## src/include/timer_pkg.sv

```systemverilog
// Constants shared by the auto-reload timer and its helper modules.
package timer_pkg;

  // ----------------------------------------------------------------
  // Register map and page
  // ----------------------------------------------------------------
  localparam logic [7:0] ADDR_CONTROL = 8'h91;
  localparam logic [7:0] ADDR_RELOAD_LOW = 8'h92;
  localparam logic [7:0] ADDR_RELOAD_HIGH = 8'h93;
  localparam logic [7:0] ADDR_COUNT_LOW = 8'h94;
  localparam logic [7:0] ADDR_COUNT_HIGH = 8'h95;
  localparam logic [3:0] PAGE_TIMER = 4'hF;

  // ----------------------------------------------------------------
  // Control register fields and reset values
  // ----------------------------------------------------------------
  localparam int BIT_HIGH_FLAG = 7;
  localparam int BIT_LOW_FLAG = 6;
  localparam int BIT_LOW_IRQ_EN = 5;
  localparam int BIT_UNUSED_HI = 4;
  localparam int BIT_SPLIT = 3;
  localparam int BIT_RUN = 2;
  localparam int BIT_UNUSED_LO = 1;
  localparam int BIT_EXT_CLOCK = 0;
  localparam logic [7:0] RESET_BYTE = 8'h00;
  localparam logic [7:0] BYTE_MAX = 8'hFF;

  // ----------------------------------------------------------------
  // Count source dividers
  // ----------------------------------------------------------------
  localparam int SYS_DIVIDE = 12;
  localparam int EXT_DIVIDE = 8;
  localparam logic [3:0] SYS_DIV_LAST = 4'(SYS_DIVIDE - 1);
  localparam logic [2:0] EXT_DIV_LAST = 3'(EXT_DIVIDE - 1);

  typedef logic [7:0] byte_t;

endpackage : timer_pkg

```

## src/include/count_if.sv

```systemverilog
// Signals between the timer control logic and one 8-bit count stage.
`timescale 1ns/1ps
interface count_if;
  logic count_en;
  logic wrap_reload;
  logic [7:0] reload_val;
  logic wr_en;
  logic [7:0] wr_data;
  logic [7:0] value;
  logic at_max;

  modport stage (
    input count_en, wrap_reload, reload_val, wr_en, wr_data,
    output value, at_max
  );
  modport ctrl (
    output count_en, wrap_reload, reload_val, wr_en, wr_data,
    input value, at_max
  );
endinterface : count_if

```

## src/verilog/tick_gen.sv

```systemverilog
// Count source prescalers: system clock over twelve, external clock over eight.
`timescale 1ns/1ps
module tick_gen
  import timer_pkg::*;
(
  input wire logic clk, // System clock.
  input wire logic sys_rst, // Asynchronous reset, active high.
  input wire logic ext_osc, // External oscillator pin, asynchronous.
  output logic tick_div12, // One-cycle pulse every twelve clocks.
  output logic tick_ext8 // One-cycle pulse every eighth external edge.
);

  logic ext_meta;
  logic ext_sync;
  logic ext_last;
  logic [3:0] sys_cnt;
  logic [2:0] ext_cnt;

  // Two flops before anything looks at the pin; the third only remembers.
  always_ff @(posedge clk or posedge sys_rst) begin
    if (sys_rst) begin
      ext_meta <= 1'b0;
      ext_sync <= 1'b0;
      ext_last <= 1'b0;
    end else begin
      ext_meta <= ext_osc;
      ext_sync <= ext_meta;
      ext_last <= ext_sync;
    end
  end

  // Free running divide by twelve of the system clock.
  always_ff @(posedge clk or posedge sys_rst) begin
    if (sys_rst) begin
      sys_cnt <= 4'h0;
      tick_div12 <= 1'b0;
    end else begin
      tick_div12 <= (sys_cnt == SYS_DIV_LAST);
      sys_cnt <= (sys_cnt == SYS_DIV_LAST) ? 4'h0 : sys_cnt + 4'h1;
    end
  end

  // Divide the synchronised rising edges by eight.
  always_ff @(posedge clk or posedge sys_rst) begin
    if (sys_rst) begin
      ext_cnt <= 3'h0;
      tick_ext8 <= 1'b0;
    end else begin
      tick_ext8 <= 1'b0;
      if (ext_sync && !ext_last) begin
        ext_cnt <= ext_cnt + 3'h1;
        tick_ext8 <= (ext_cnt == EXT_DIV_LAST);
      end
    end
  end

endmodule : tick_gen

```

## src/verilog/byte_counter.sv

```systemverilog
// One 8-bit up-counter stage with software load and auto-reload on wrap.
`timescale 1ns/1ps
module byte_counter
  import timer_pkg::*;
(
  input wire logic clk, // System clock.
  input wire logic sys_rst, // Asynchronous reset, active high.
  count_if.stage bus // Control and status of this stage.
);

  assign bus.at_max = (bus.value == BYTE_MAX);

  // A software write wins over counting in the same cycle.
  always_ff @(posedge clk or posedge sys_rst) begin
    if (sys_rst) begin
      bus.value <= RESET_BYTE;
    end else if (bus.wr_en) begin
      bus.value <= bus.wr_data;
    end else if (bus.count_en) begin
      if (bus.at_max && bus.wrap_reload) begin
        bus.value <= bus.reload_val;
      end else begin
        bus.value <= bus.value + 8'h01;
      end
    end
  end

endmodule : byte_counter

```

## src/verilog/reload_timer.sv

```systemverilog
// Auto-reload timer, one 16-bit or two 8-bit counters, on the special-function bus.
//
// Behaviour
// - Split clear: one 16-bit up-counter, high and low bytes, wraps FFFF to the reload value.
// - On 16-bit wrap load both reload bytes and set high overflow flag.
// - In 16-bit mode, enabled timer interrupt requests on every 16-bit wrap.
// - In 16-bit mode, low byte interrupt enable adds requests on low byte wraps.
// - Split set: two 8-bit counters, each reloading from its own reload byte.
// - In split mode run control gates only the high counter.
// - Run control set starts the timer, cleared stops it; whole counter in 16-bit.
// - Each byte counts system clock, system clock over 12, or external over 8.
// - The external over-eight source is synchronised to the system clock.
// - In split mode each counter's wrap sets its own overflow flag.
// - Low overflow flag is set on every low byte wrap in either mode.
// - Split mode interrupts on high wraps, plus low wraps when enabled.
// - Hardware never clears the overflow flags; only software writes clear them.
// - High overflow flag set with interrupt enabled requests the service routine.
// - Writing 1 to low byte interrupt enable lets low wraps interrupt.
// - Control bits 4 and 1 read as zero and ignore writes.
// - Count bytes show the 16-bit halves, or each independent 8-bit count.
// - Registers decode at addresses 91h to 95h only on special-function page F.
`timescale 1ns/1ps
module reload_timer (
  input wire logic clk, // System clock, 50 MHz.
  input wire logic sys_rst, // Asynchronous reset, active high.
  input wire logic [7:0] sfr_addr, // Special-function address.
  input wire logic [3:0] sfr_page, // Special-function page selector.
  input wire logic sfr_wr, // Write strobe, one cycle.
  input wire logic sfr_rd, // Read strobe, one cycle.
  input wire logic [7:0] sfr_wdata, // Write data.
  output timer_pkg::byte_t sfr_rdata, // Read data, valid the cycle after sfr_rd.
  input wire logic timer_irq_enable, // Timer interrupt enable from the controller.
  input wire logic high_byte_fast_clock_select, // High byte counts system clock in split mode.
  input wire logic low_byte_fast_clock_select, // Low byte counts system clock.
  input wire logic ext_osc, // External oscillator clock pin.
  output logic timer_irq // Interrupt request level.
);
  import timer_pkg::*;

  // ----------------------------------------------------------------
  // Declarations
  // ----------------------------------------------------------------
  logic high_overflow_flag;
  logic low_overflow_flag;
  logic low_byte_irq_enable;
  logic split_mode_select;
  logic run_control;
  logic ext_clock_select;
  byte_t reload_low;
  byte_t reload_high;
  logic page_hit;
  logic wr_control;
  logic wr_reload_low;
  logic wr_reload_high;
  logic wr_count_low;
  logic wr_count_high;
  logic rd_hit;
  logic tick_div12;
  logic tick_ext8;
  logic slow_tick;
  logic tick_low;
  logic tick_high;
  logic wrap_low;
  logic wrap_high;
  byte_t control_view;
  byte_t next_rdata;

  count_if low_if ();
  count_if high_if ();

  // ----------------------------------------------------------------
  // Address decode
  // ----------------------------------------------------------------

  // Nothing answers off page F, so other pages may reuse these addresses.
  assign page_hit = (sfr_page == PAGE_TIMER);
  assign wr_control = sfr_wr && page_hit && (sfr_addr == ADDR_CONTROL);
  assign wr_reload_low = sfr_wr && page_hit && (sfr_addr == ADDR_RELOAD_LOW);
  assign wr_reload_high = sfr_wr && page_hit && (sfr_addr == ADDR_RELOAD_HIGH);
  assign wr_count_low = sfr_wr && page_hit && (sfr_addr == ADDR_COUNT_LOW);
  assign wr_count_high = sfr_wr && page_hit && (sfr_addr == ADDR_COUNT_HIGH);
  assign rd_hit = sfr_rd && page_hit;

  // ----------------------------------------------------------------
  // Count sources
  // ----------------------------------------------------------------

  // Both prescalers run always, so switching source never restarts a phase.
  tick_gen u_tick_gen (
    .clk(clk),
    .sys_rst(sys_rst),
    .ext_osc(ext_osc),
    .tick_div12(tick_div12),
    .tick_ext8(tick_ext8)
  );

  // Per-byte choice between full rate and the shared slow source.
  assign slow_tick = ext_clock_select ? tick_ext8 : tick_div12;
  assign tick_low = low_byte_fast_clock_select ? 1'b1 : slow_tick;
  assign tick_high = high_byte_fast_clock_select ? 1'b1 : slow_tick;

  // ----------------------------------------------------------------
  // Counter stages
  // ----------------------------------------------------------------

  // The 16-bit counter uses the low byte's source for both halves.
  // The low stage runs free in split mode but obeys run control otherwise.
  assign low_if.count_en = (split_mode_select || run_control) && tick_low;
  // In 16-bit mode the low byte only reloads when the high byte wraps too.
  assign low_if.wrap_reload = split_mode_select || high_if.at_max;
  assign low_if.reload_val = reload_low;
  assign low_if.wr_en = wr_count_low;
  assign low_if.wr_data = sfr_wdata;

  // The high stage counts its own ticks in split mode, low carries otherwise.
  always_comb begin
    if (split_mode_select) begin
      high_if.count_en = run_control && tick_high;
    end else begin
      high_if.count_en = run_control && tick_low && low_if.at_max && !wr_count_low;
    end
  end
  assign high_if.wrap_reload = 1'b1;
  assign high_if.reload_val = reload_high;
  assign high_if.wr_en = wr_count_high;
  assign high_if.wr_data = sfr_wdata;

  byte_counter u_low (
    .clk(clk),
    .sys_rst(sys_rst),
    .bus(low_if.stage)
  );

  byte_counter u_high (
    .clk(clk),
    .sys_rst(sys_rst),
    .bus(high_if.stage)
  );

  // A wrap that a software write overrides is not an overflow.
  assign wrap_low = low_if.count_en && low_if.at_max && !wr_count_low;
  assign wrap_high = high_if.count_en && high_if.at_max && !wr_count_high;

  // ----------------------------------------------------------------
  // Control register
  // ----------------------------------------------------------------

  // Configuration bits; bits 4 and 1 are not stored at all.
  always_ff @(posedge clk or posedge sys_rst) begin
    if (sys_rst) begin
      low_byte_irq_enable <= 1'b0;
      split_mode_select <= 1'b0;
      run_control <= 1'b0;
      ext_clock_select <= 1'b0;
    end else if (wr_control) begin
      low_byte_irq_enable <= sfr_wdata[BIT_LOW_IRQ_EN];
      split_mode_select <= sfr_wdata[BIT_SPLIT];
      run_control <= sfr_wdata[BIT_RUN];
      ext_clock_select <= sfr_wdata[BIT_EXT_CLOCK];
    end
  end

  // Overflow flags: hardware only sets, and a set beats a clear written in
  // the same cycle so no wrap is ever lost.
  always_ff @(posedge clk or posedge sys_rst) begin
    if (sys_rst) begin
      high_overflow_flag <= 1'b0;
      low_overflow_flag <= 1'b0;
    end else begin
      if (wrap_high) begin
        high_overflow_flag <= 1'b1;
      end else if (wr_control) begin
        high_overflow_flag <= sfr_wdata[BIT_HIGH_FLAG];
      end
      // The 16-bit wrap is also a low byte wrap, so both flags rise together.
      if (wrap_low) begin
        low_overflow_flag <= 1'b1;
      end else if (wr_control) begin
        low_overflow_flag <= sfr_wdata[BIT_LOW_FLAG];
      end
    end
  end

  // Reload bytes, plain storage.
  always_ff @(posedge clk or posedge sys_rst) begin
    if (sys_rst) begin
      reload_low <= RESET_BYTE;
      reload_high <= RESET_BYTE;
    end else begin
      if (wr_reload_low) begin
        reload_low <= sfr_wdata;
      end
      if (wr_reload_high) begin
        reload_high <= sfr_wdata;
      end
    end
  end

  // ----------------------------------------------------------------
  // Interrupt request
  // ----------------------------------------------------------------

  // A level: it stays up until software clears the flag, because the flags
  // are the only record of which wrap caused it.
  assign timer_irq = timer_irq_enable &&
    (high_overflow_flag || (low_byte_irq_enable && low_overflow_flag));

  // ----------------------------------------------------------------
  // Read path
  // ----------------------------------------------------------------

  // Unused bits are tied low rather than stored.
  always_comb begin
    control_view = RESET_BYTE;
    control_view[BIT_HIGH_FLAG] = high_overflow_flag;
    control_view[BIT_LOW_FLAG] = low_overflow_flag;
    control_view[BIT_LOW_IRQ_EN] = low_byte_irq_enable;
    control_view[BIT_UNUSED_HI] = 1'b0;
    control_view[BIT_SPLIT] = split_mode_select;
    control_view[BIT_RUN] = run_control;
    control_view[BIT_UNUSED_LO] = 1'b0;
    control_view[BIT_EXT_CLOCK] = ext_clock_select;
  end

  // Unmapped addresses and other pages read as zero.
  always_comb begin
    next_rdata = RESET_BYTE;
    case (sfr_addr)
      ADDR_CONTROL: next_rdata = control_view;
      ADDR_RELOAD_LOW: next_rdata = reload_low;
      ADDR_RELOAD_HIGH: next_rdata = reload_high;
      ADDR_COUNT_LOW: next_rdata = low_if.value;
      ADDR_COUNT_HIGH: next_rdata = high_if.value;
      default: next_rdata = RESET_BYTE;
    endcase
  end

  // Read data is captured on the strobe and held until the next read.
  always_ff @(posedge clk or posedge sys_rst) begin
    if (sys_rst) begin
      sfr_rdata <= RESET_BYTE;
    end else if (sfr_rd) begin
      sfr_rdata <= rd_hit ? next_rdata : RESET_BYTE;
    end
  end
endmodule : reload_timer

```

## config.mk

```make
export PLATFORM = sky130hd
export DESIGN_NAME = reload_timer
export DESIGN_NICKNAME = d
export VERILOG_FILES = /design/src/include/timer_pkg.sv /design/src/include/count_if.sv /design/src/verilog/tick_gen.sv /design/src/verilog/byte_counter.sv /design/src/verilog/reload_timer.sv
export SDC_FILE = /design/constraint.sdc
export NUM_CORES = 1
export LEC_CHECK = 0
export BUFFER_PORTS_ARGS = -buffer_cell sky130_fd_sc_hd__clkbuf_2
export CAP_MARGIN = 30
export CORE_AREA = 3 3 86 88
export DETAILED_ROUTE_END_ITERATION = 8
export DIE_AREA = 0 0 89 91
export GPL_TIMING_DRIVEN = 0
export PLACE_DENSITY = 0.71
export REMOVE_ABC_BUFFERS = 1
export SLEW_MARGIN = 20
export SYNTH_ARGS = -nofsm -noshare
export SYNTH_HDL_FRONTEND = slang
export SYNTH_HIERARCHICAL = 1
export SYNTH_SLANG_ARGS = --single-unit
```

## constraint.sdc

```tcl
create_clock -name clk -period 2.1 [get_ports clk]
set_clock_uncertainty 0.1 [all_clocks]
set_input_delay 0.105 -clock clk [delete_from_list [all_inputs] [get_ports clk]]
set_output_delay 0.105 -clock clk [all_outputs]
set_load 0.1 [all_outputs]
```

==> results.json <==
{
  "status": "complete, but fails checks",
  "violations": "negative setup slack",
  "grt_usage": 0.228,
  "yosys-top-cells-count": "dfrtp_1 (58), a21oi_1 (19), inv_1 (19), mux2i_1 (16), nor2_1 (15)",
  "syn_area_um2": 3330,
  "ys_types": 58,
  "row_count": 30,
  "worst_slack_ns": -0.00569,
  "worstPathArrival_ns": 2.23,
  "cp_max_fo": 4,
  "fin_tns_setup_ns": -0.00569,
  "drive_above_1_share": 0.404,
  "htree_levels": 3,
  "wire_per_inst_um": 19.6,
  "postLayoutCellArea_um2": 4190,
  "synth_edf_count": 0,
  "final_nets": 412,
  "cts_tree": "yes",
  "drc": 0,
  "yosysMostFrequentCell": "dfrtp_1",
  "place_hpwl_mm": 5.82,
  "design.core.area_um2": 6720,
  "grt_overflow": 0,
  "place_ws_ns": -0.516,
  "io_pins": 37,
  "maxCapViolCount": 0,
  "clk_latency_ns": 0.34,
  "slew_headroom": 0.541,
  "clock_path_buffers": 2,
  "peakVddDrop_mv": 0.288,
  "rsz0062_at_grt": "yes",
  "endpoint_kind": "register",
  "vias": 2778,
  "yosysTopAreaCell": "dfrtp_1",
  "fin_hold_ws_ns": 0.0236,
  "critPathRequiredTime_ns": 2.22,
  "synth_cells": 311,
  "first_iter_violations": 189,
  "post-route-period-util": 1.00,
  "yosysSeqAreaShare": 0.436,
  "post-route-min-period_ns": 2.11,
  "clkTransAtPathRegs_ns": 0.07,
  "hold_viol": 0,
  "yosysWarnings": 6,
  "initial_core_util": 0.496,
  "routed_wl_mm": 9.09,
  "startpoint_type": "register",
  "hp-class": "in -> reg",
  "syn_avg_cell_area_um2": 10.7,
  "die_x_um": 89,
  "grt_pass1_vias": 2687,
  "yosys_register_bits": 58,
  "syn_to_final_growth_pct": 25.7,
  "ys.flop_type": "dfrtp_1",
  "die_y_um": 91,
  "place_area_um2": 3550,
  "grt_pass1_wl_mm": 13.9,
  "slew_violations": 0,
  "ant_nets": 0,
  "antenna_found_initial": 0,
  "numCtsBuffers": 9,
  "port_buffers": 36,
  "p_leak_nw": 1.92,
  "synth_top_area_frac": 0.436,
  "grt_max_degree": 31,
  "synthArstFlopShare": 1.00,
  "p_per_area_nw_per_um2": 609,
  "cts.sinks": 58,
  "tightest_slew_ns": 0.684,
  "antennaDiodeCount": 0,
  "cts_root_buf": "clkbuf_8",
  "dr.pass1.iters": 4,
  "crit_type": "reg -> reg",
  "via_per_inst": 5.99,
  "dieArea_um2": 8100,
  "fmax_mhz": 475,
  "setup_viol": 1,
  "synthTopCellsByArea": "dfrtp_1 (44%), mux2i_1 (4.8%), mux2_2 (4.7%)",
  "gp_congestion": 0.903
}
-- flip-flops by register name, indices dropped and copies added, names as in the netlist --
signal,cells
low_if.reload_val,8
low_byte_irq_enable,1
high_overflow_flag,1
u_high/bus.value,8
u_tick_gen/ext_last,1
high_if.reload_val,8
u_tick_gen/ext_cnt,3
low_overflow_flag,1
ext_clock_select,1
sfr_rdata,8
split_mode_select,1
u_low/bus.value,8
u_tick_gen/sys_cnt,4
u_tick_gen/ext_meta,1
run_control,1
u_tick_gen/tick_ext8,1
u_tick_gen/tick_div12,1
u_tick_gen/ext_sync,1
-- placed cells by master, fill, tap and decap left out, types with 7 or more instances in the layout --
| cell | count |
|---|---|
| o22ai_1 | 9 |
| o21ai_0 | 10 |
| inv_1 | 17 |
| nand2_1 | 11 |
| mux2i_1 | 16 |
| dfrtp_1 | 50 |
| nor2_1 | 13 |
| mux2_2 | 13 |
| clkbuf_2 | 35 |
| a221oi_1 | 7 |
| clkbuf_8 | 11 |
| buf_4 | 22 |
| a21oi_1 | 18 |
| dlygate4sd3_1 | 7 |
| nor3_1 | 7 |
| nand3_1 | 9 |
| dfrtp_2 | 8 |
| mux2_4 | 11 |
-- critical path, cell delays in order, from the launching register on --
cell and delay [ns]:
dfrtp_1 0.41, ha_4 0.15, and3_4 0.18, and3_4 0.19, or2_4 0.13, nand4_1 0.18, or2_4 0.32, a311oi_2 0.22
o21ai_1 0.10
-- timing repair --
action | 4_1_cts | 5_1_grt
gates cloned | 1 | 0
hold endpoints to repair | 79 | 0
gates resized for setup | 26 | 20
hold buffers | 7 | 0
pin swaps | 7 | 16
setup buffers | 15 | 8
setup endpoints to repair | 16 | 14
-- metal layers --
metal / vias to the layer above / part of all wire / track usage
met2: 100 / 0.49 / 0.358
li1: 1291 / - / -
met3: 18 / 0.056 / 0.0436
met4: 0 / 0.023 / 0.0980
met1: 1369 / 0.43 / 0.303
met5: - / 0 / 0
-- logic make-up (layout without fill, tap and decap cells) --
logic type / after synthesis / after routing / share of synthesized area
and+or+nand+nor: 93 / 93 / 0.187
AOI/OAI and AO/OA: 75 / 76 / 0.151
DFF: 58 / 58 / 0.436
muxes: 40 / 40 / 0.140
buffers and inverters: 32 / 102 / 0.0470
xor gates and xnor gates: 7 / 7 / 0.0184
adders and majority gates: 5 / 5 / 0.0188
other: 1 / 3 / 0.00113
-- power breakdown --
group	total [mW]	switching [mW]	internal, mW
combinational	0.284	0.143	0.141
clock	1.07	0.462	0.606
sequential	1.20	0.0347	1.16
total	2.55	0.640	1.91
-- path summary, 6_finish.rpt --
| check | cells past startpoint | slack (ns) | endpoint | start |
|---|---|---|---|---|
| hold reg to reg | 0 | 0.25 | u_tick_gen/ext_sync$_DFF_PP0_ | u_tick_gen/ext_meta$_DFF_PP0_ |
| min in group asynchronous | 3 | 0.26 | u_low/bus.value[2]$_DFFE_PP0P_ | sys_rst |
| setup reg to reg | 8 | -0.006 | u_low/bus.value[0]$_DFFE_PP0P_ | u_high/bus.value[0]$_DFFE_PP0P_ |
| hold / removal | 3 | 0.02 | u_high/bus.value[3]$_DFFE_PP0P_ | sfr_wdata[3] |
| max in group asynchronous | 3 | 1.10 | low_if.reload_val[3]$_DFFE_PP0P_ | sys_rst |
| setup / recovery | 8 | -0.006 | u_low/bus.value[0]$_DFFE_PP0P_ | u_high/bus.value[0]$_DFFE_PP0P_ |
-- cell type report --
type | instances | area, um2
Clock inverter | 5 | 52.6
Fill cell | 521 | 2530
Multi-Input combinational cell | 224 | 1900
Clock buffer | 11 | 151
Timing Repair Buffer | 67 | 449
Tap cell | 80 | 100
Inverter | 19 | 75.1
Sequential cell | 58 | 1460
-- metrics by stage --
| step | util | power, mW | instances |
|---|---|---|---|
| detailed placement | 0.528 | 1.46 | 417 |
| finish | 0.623 | 2.55 | 464 |
| floorplan | - | 1.36 | 300 |
| global route | 0.623 | 2.64 | 464 |
| global placement | 0.526 | 1.44 | 416 |
| CTS | 0.603 | 2.55 | 456 |
Power figures use the tool's default switching activity.
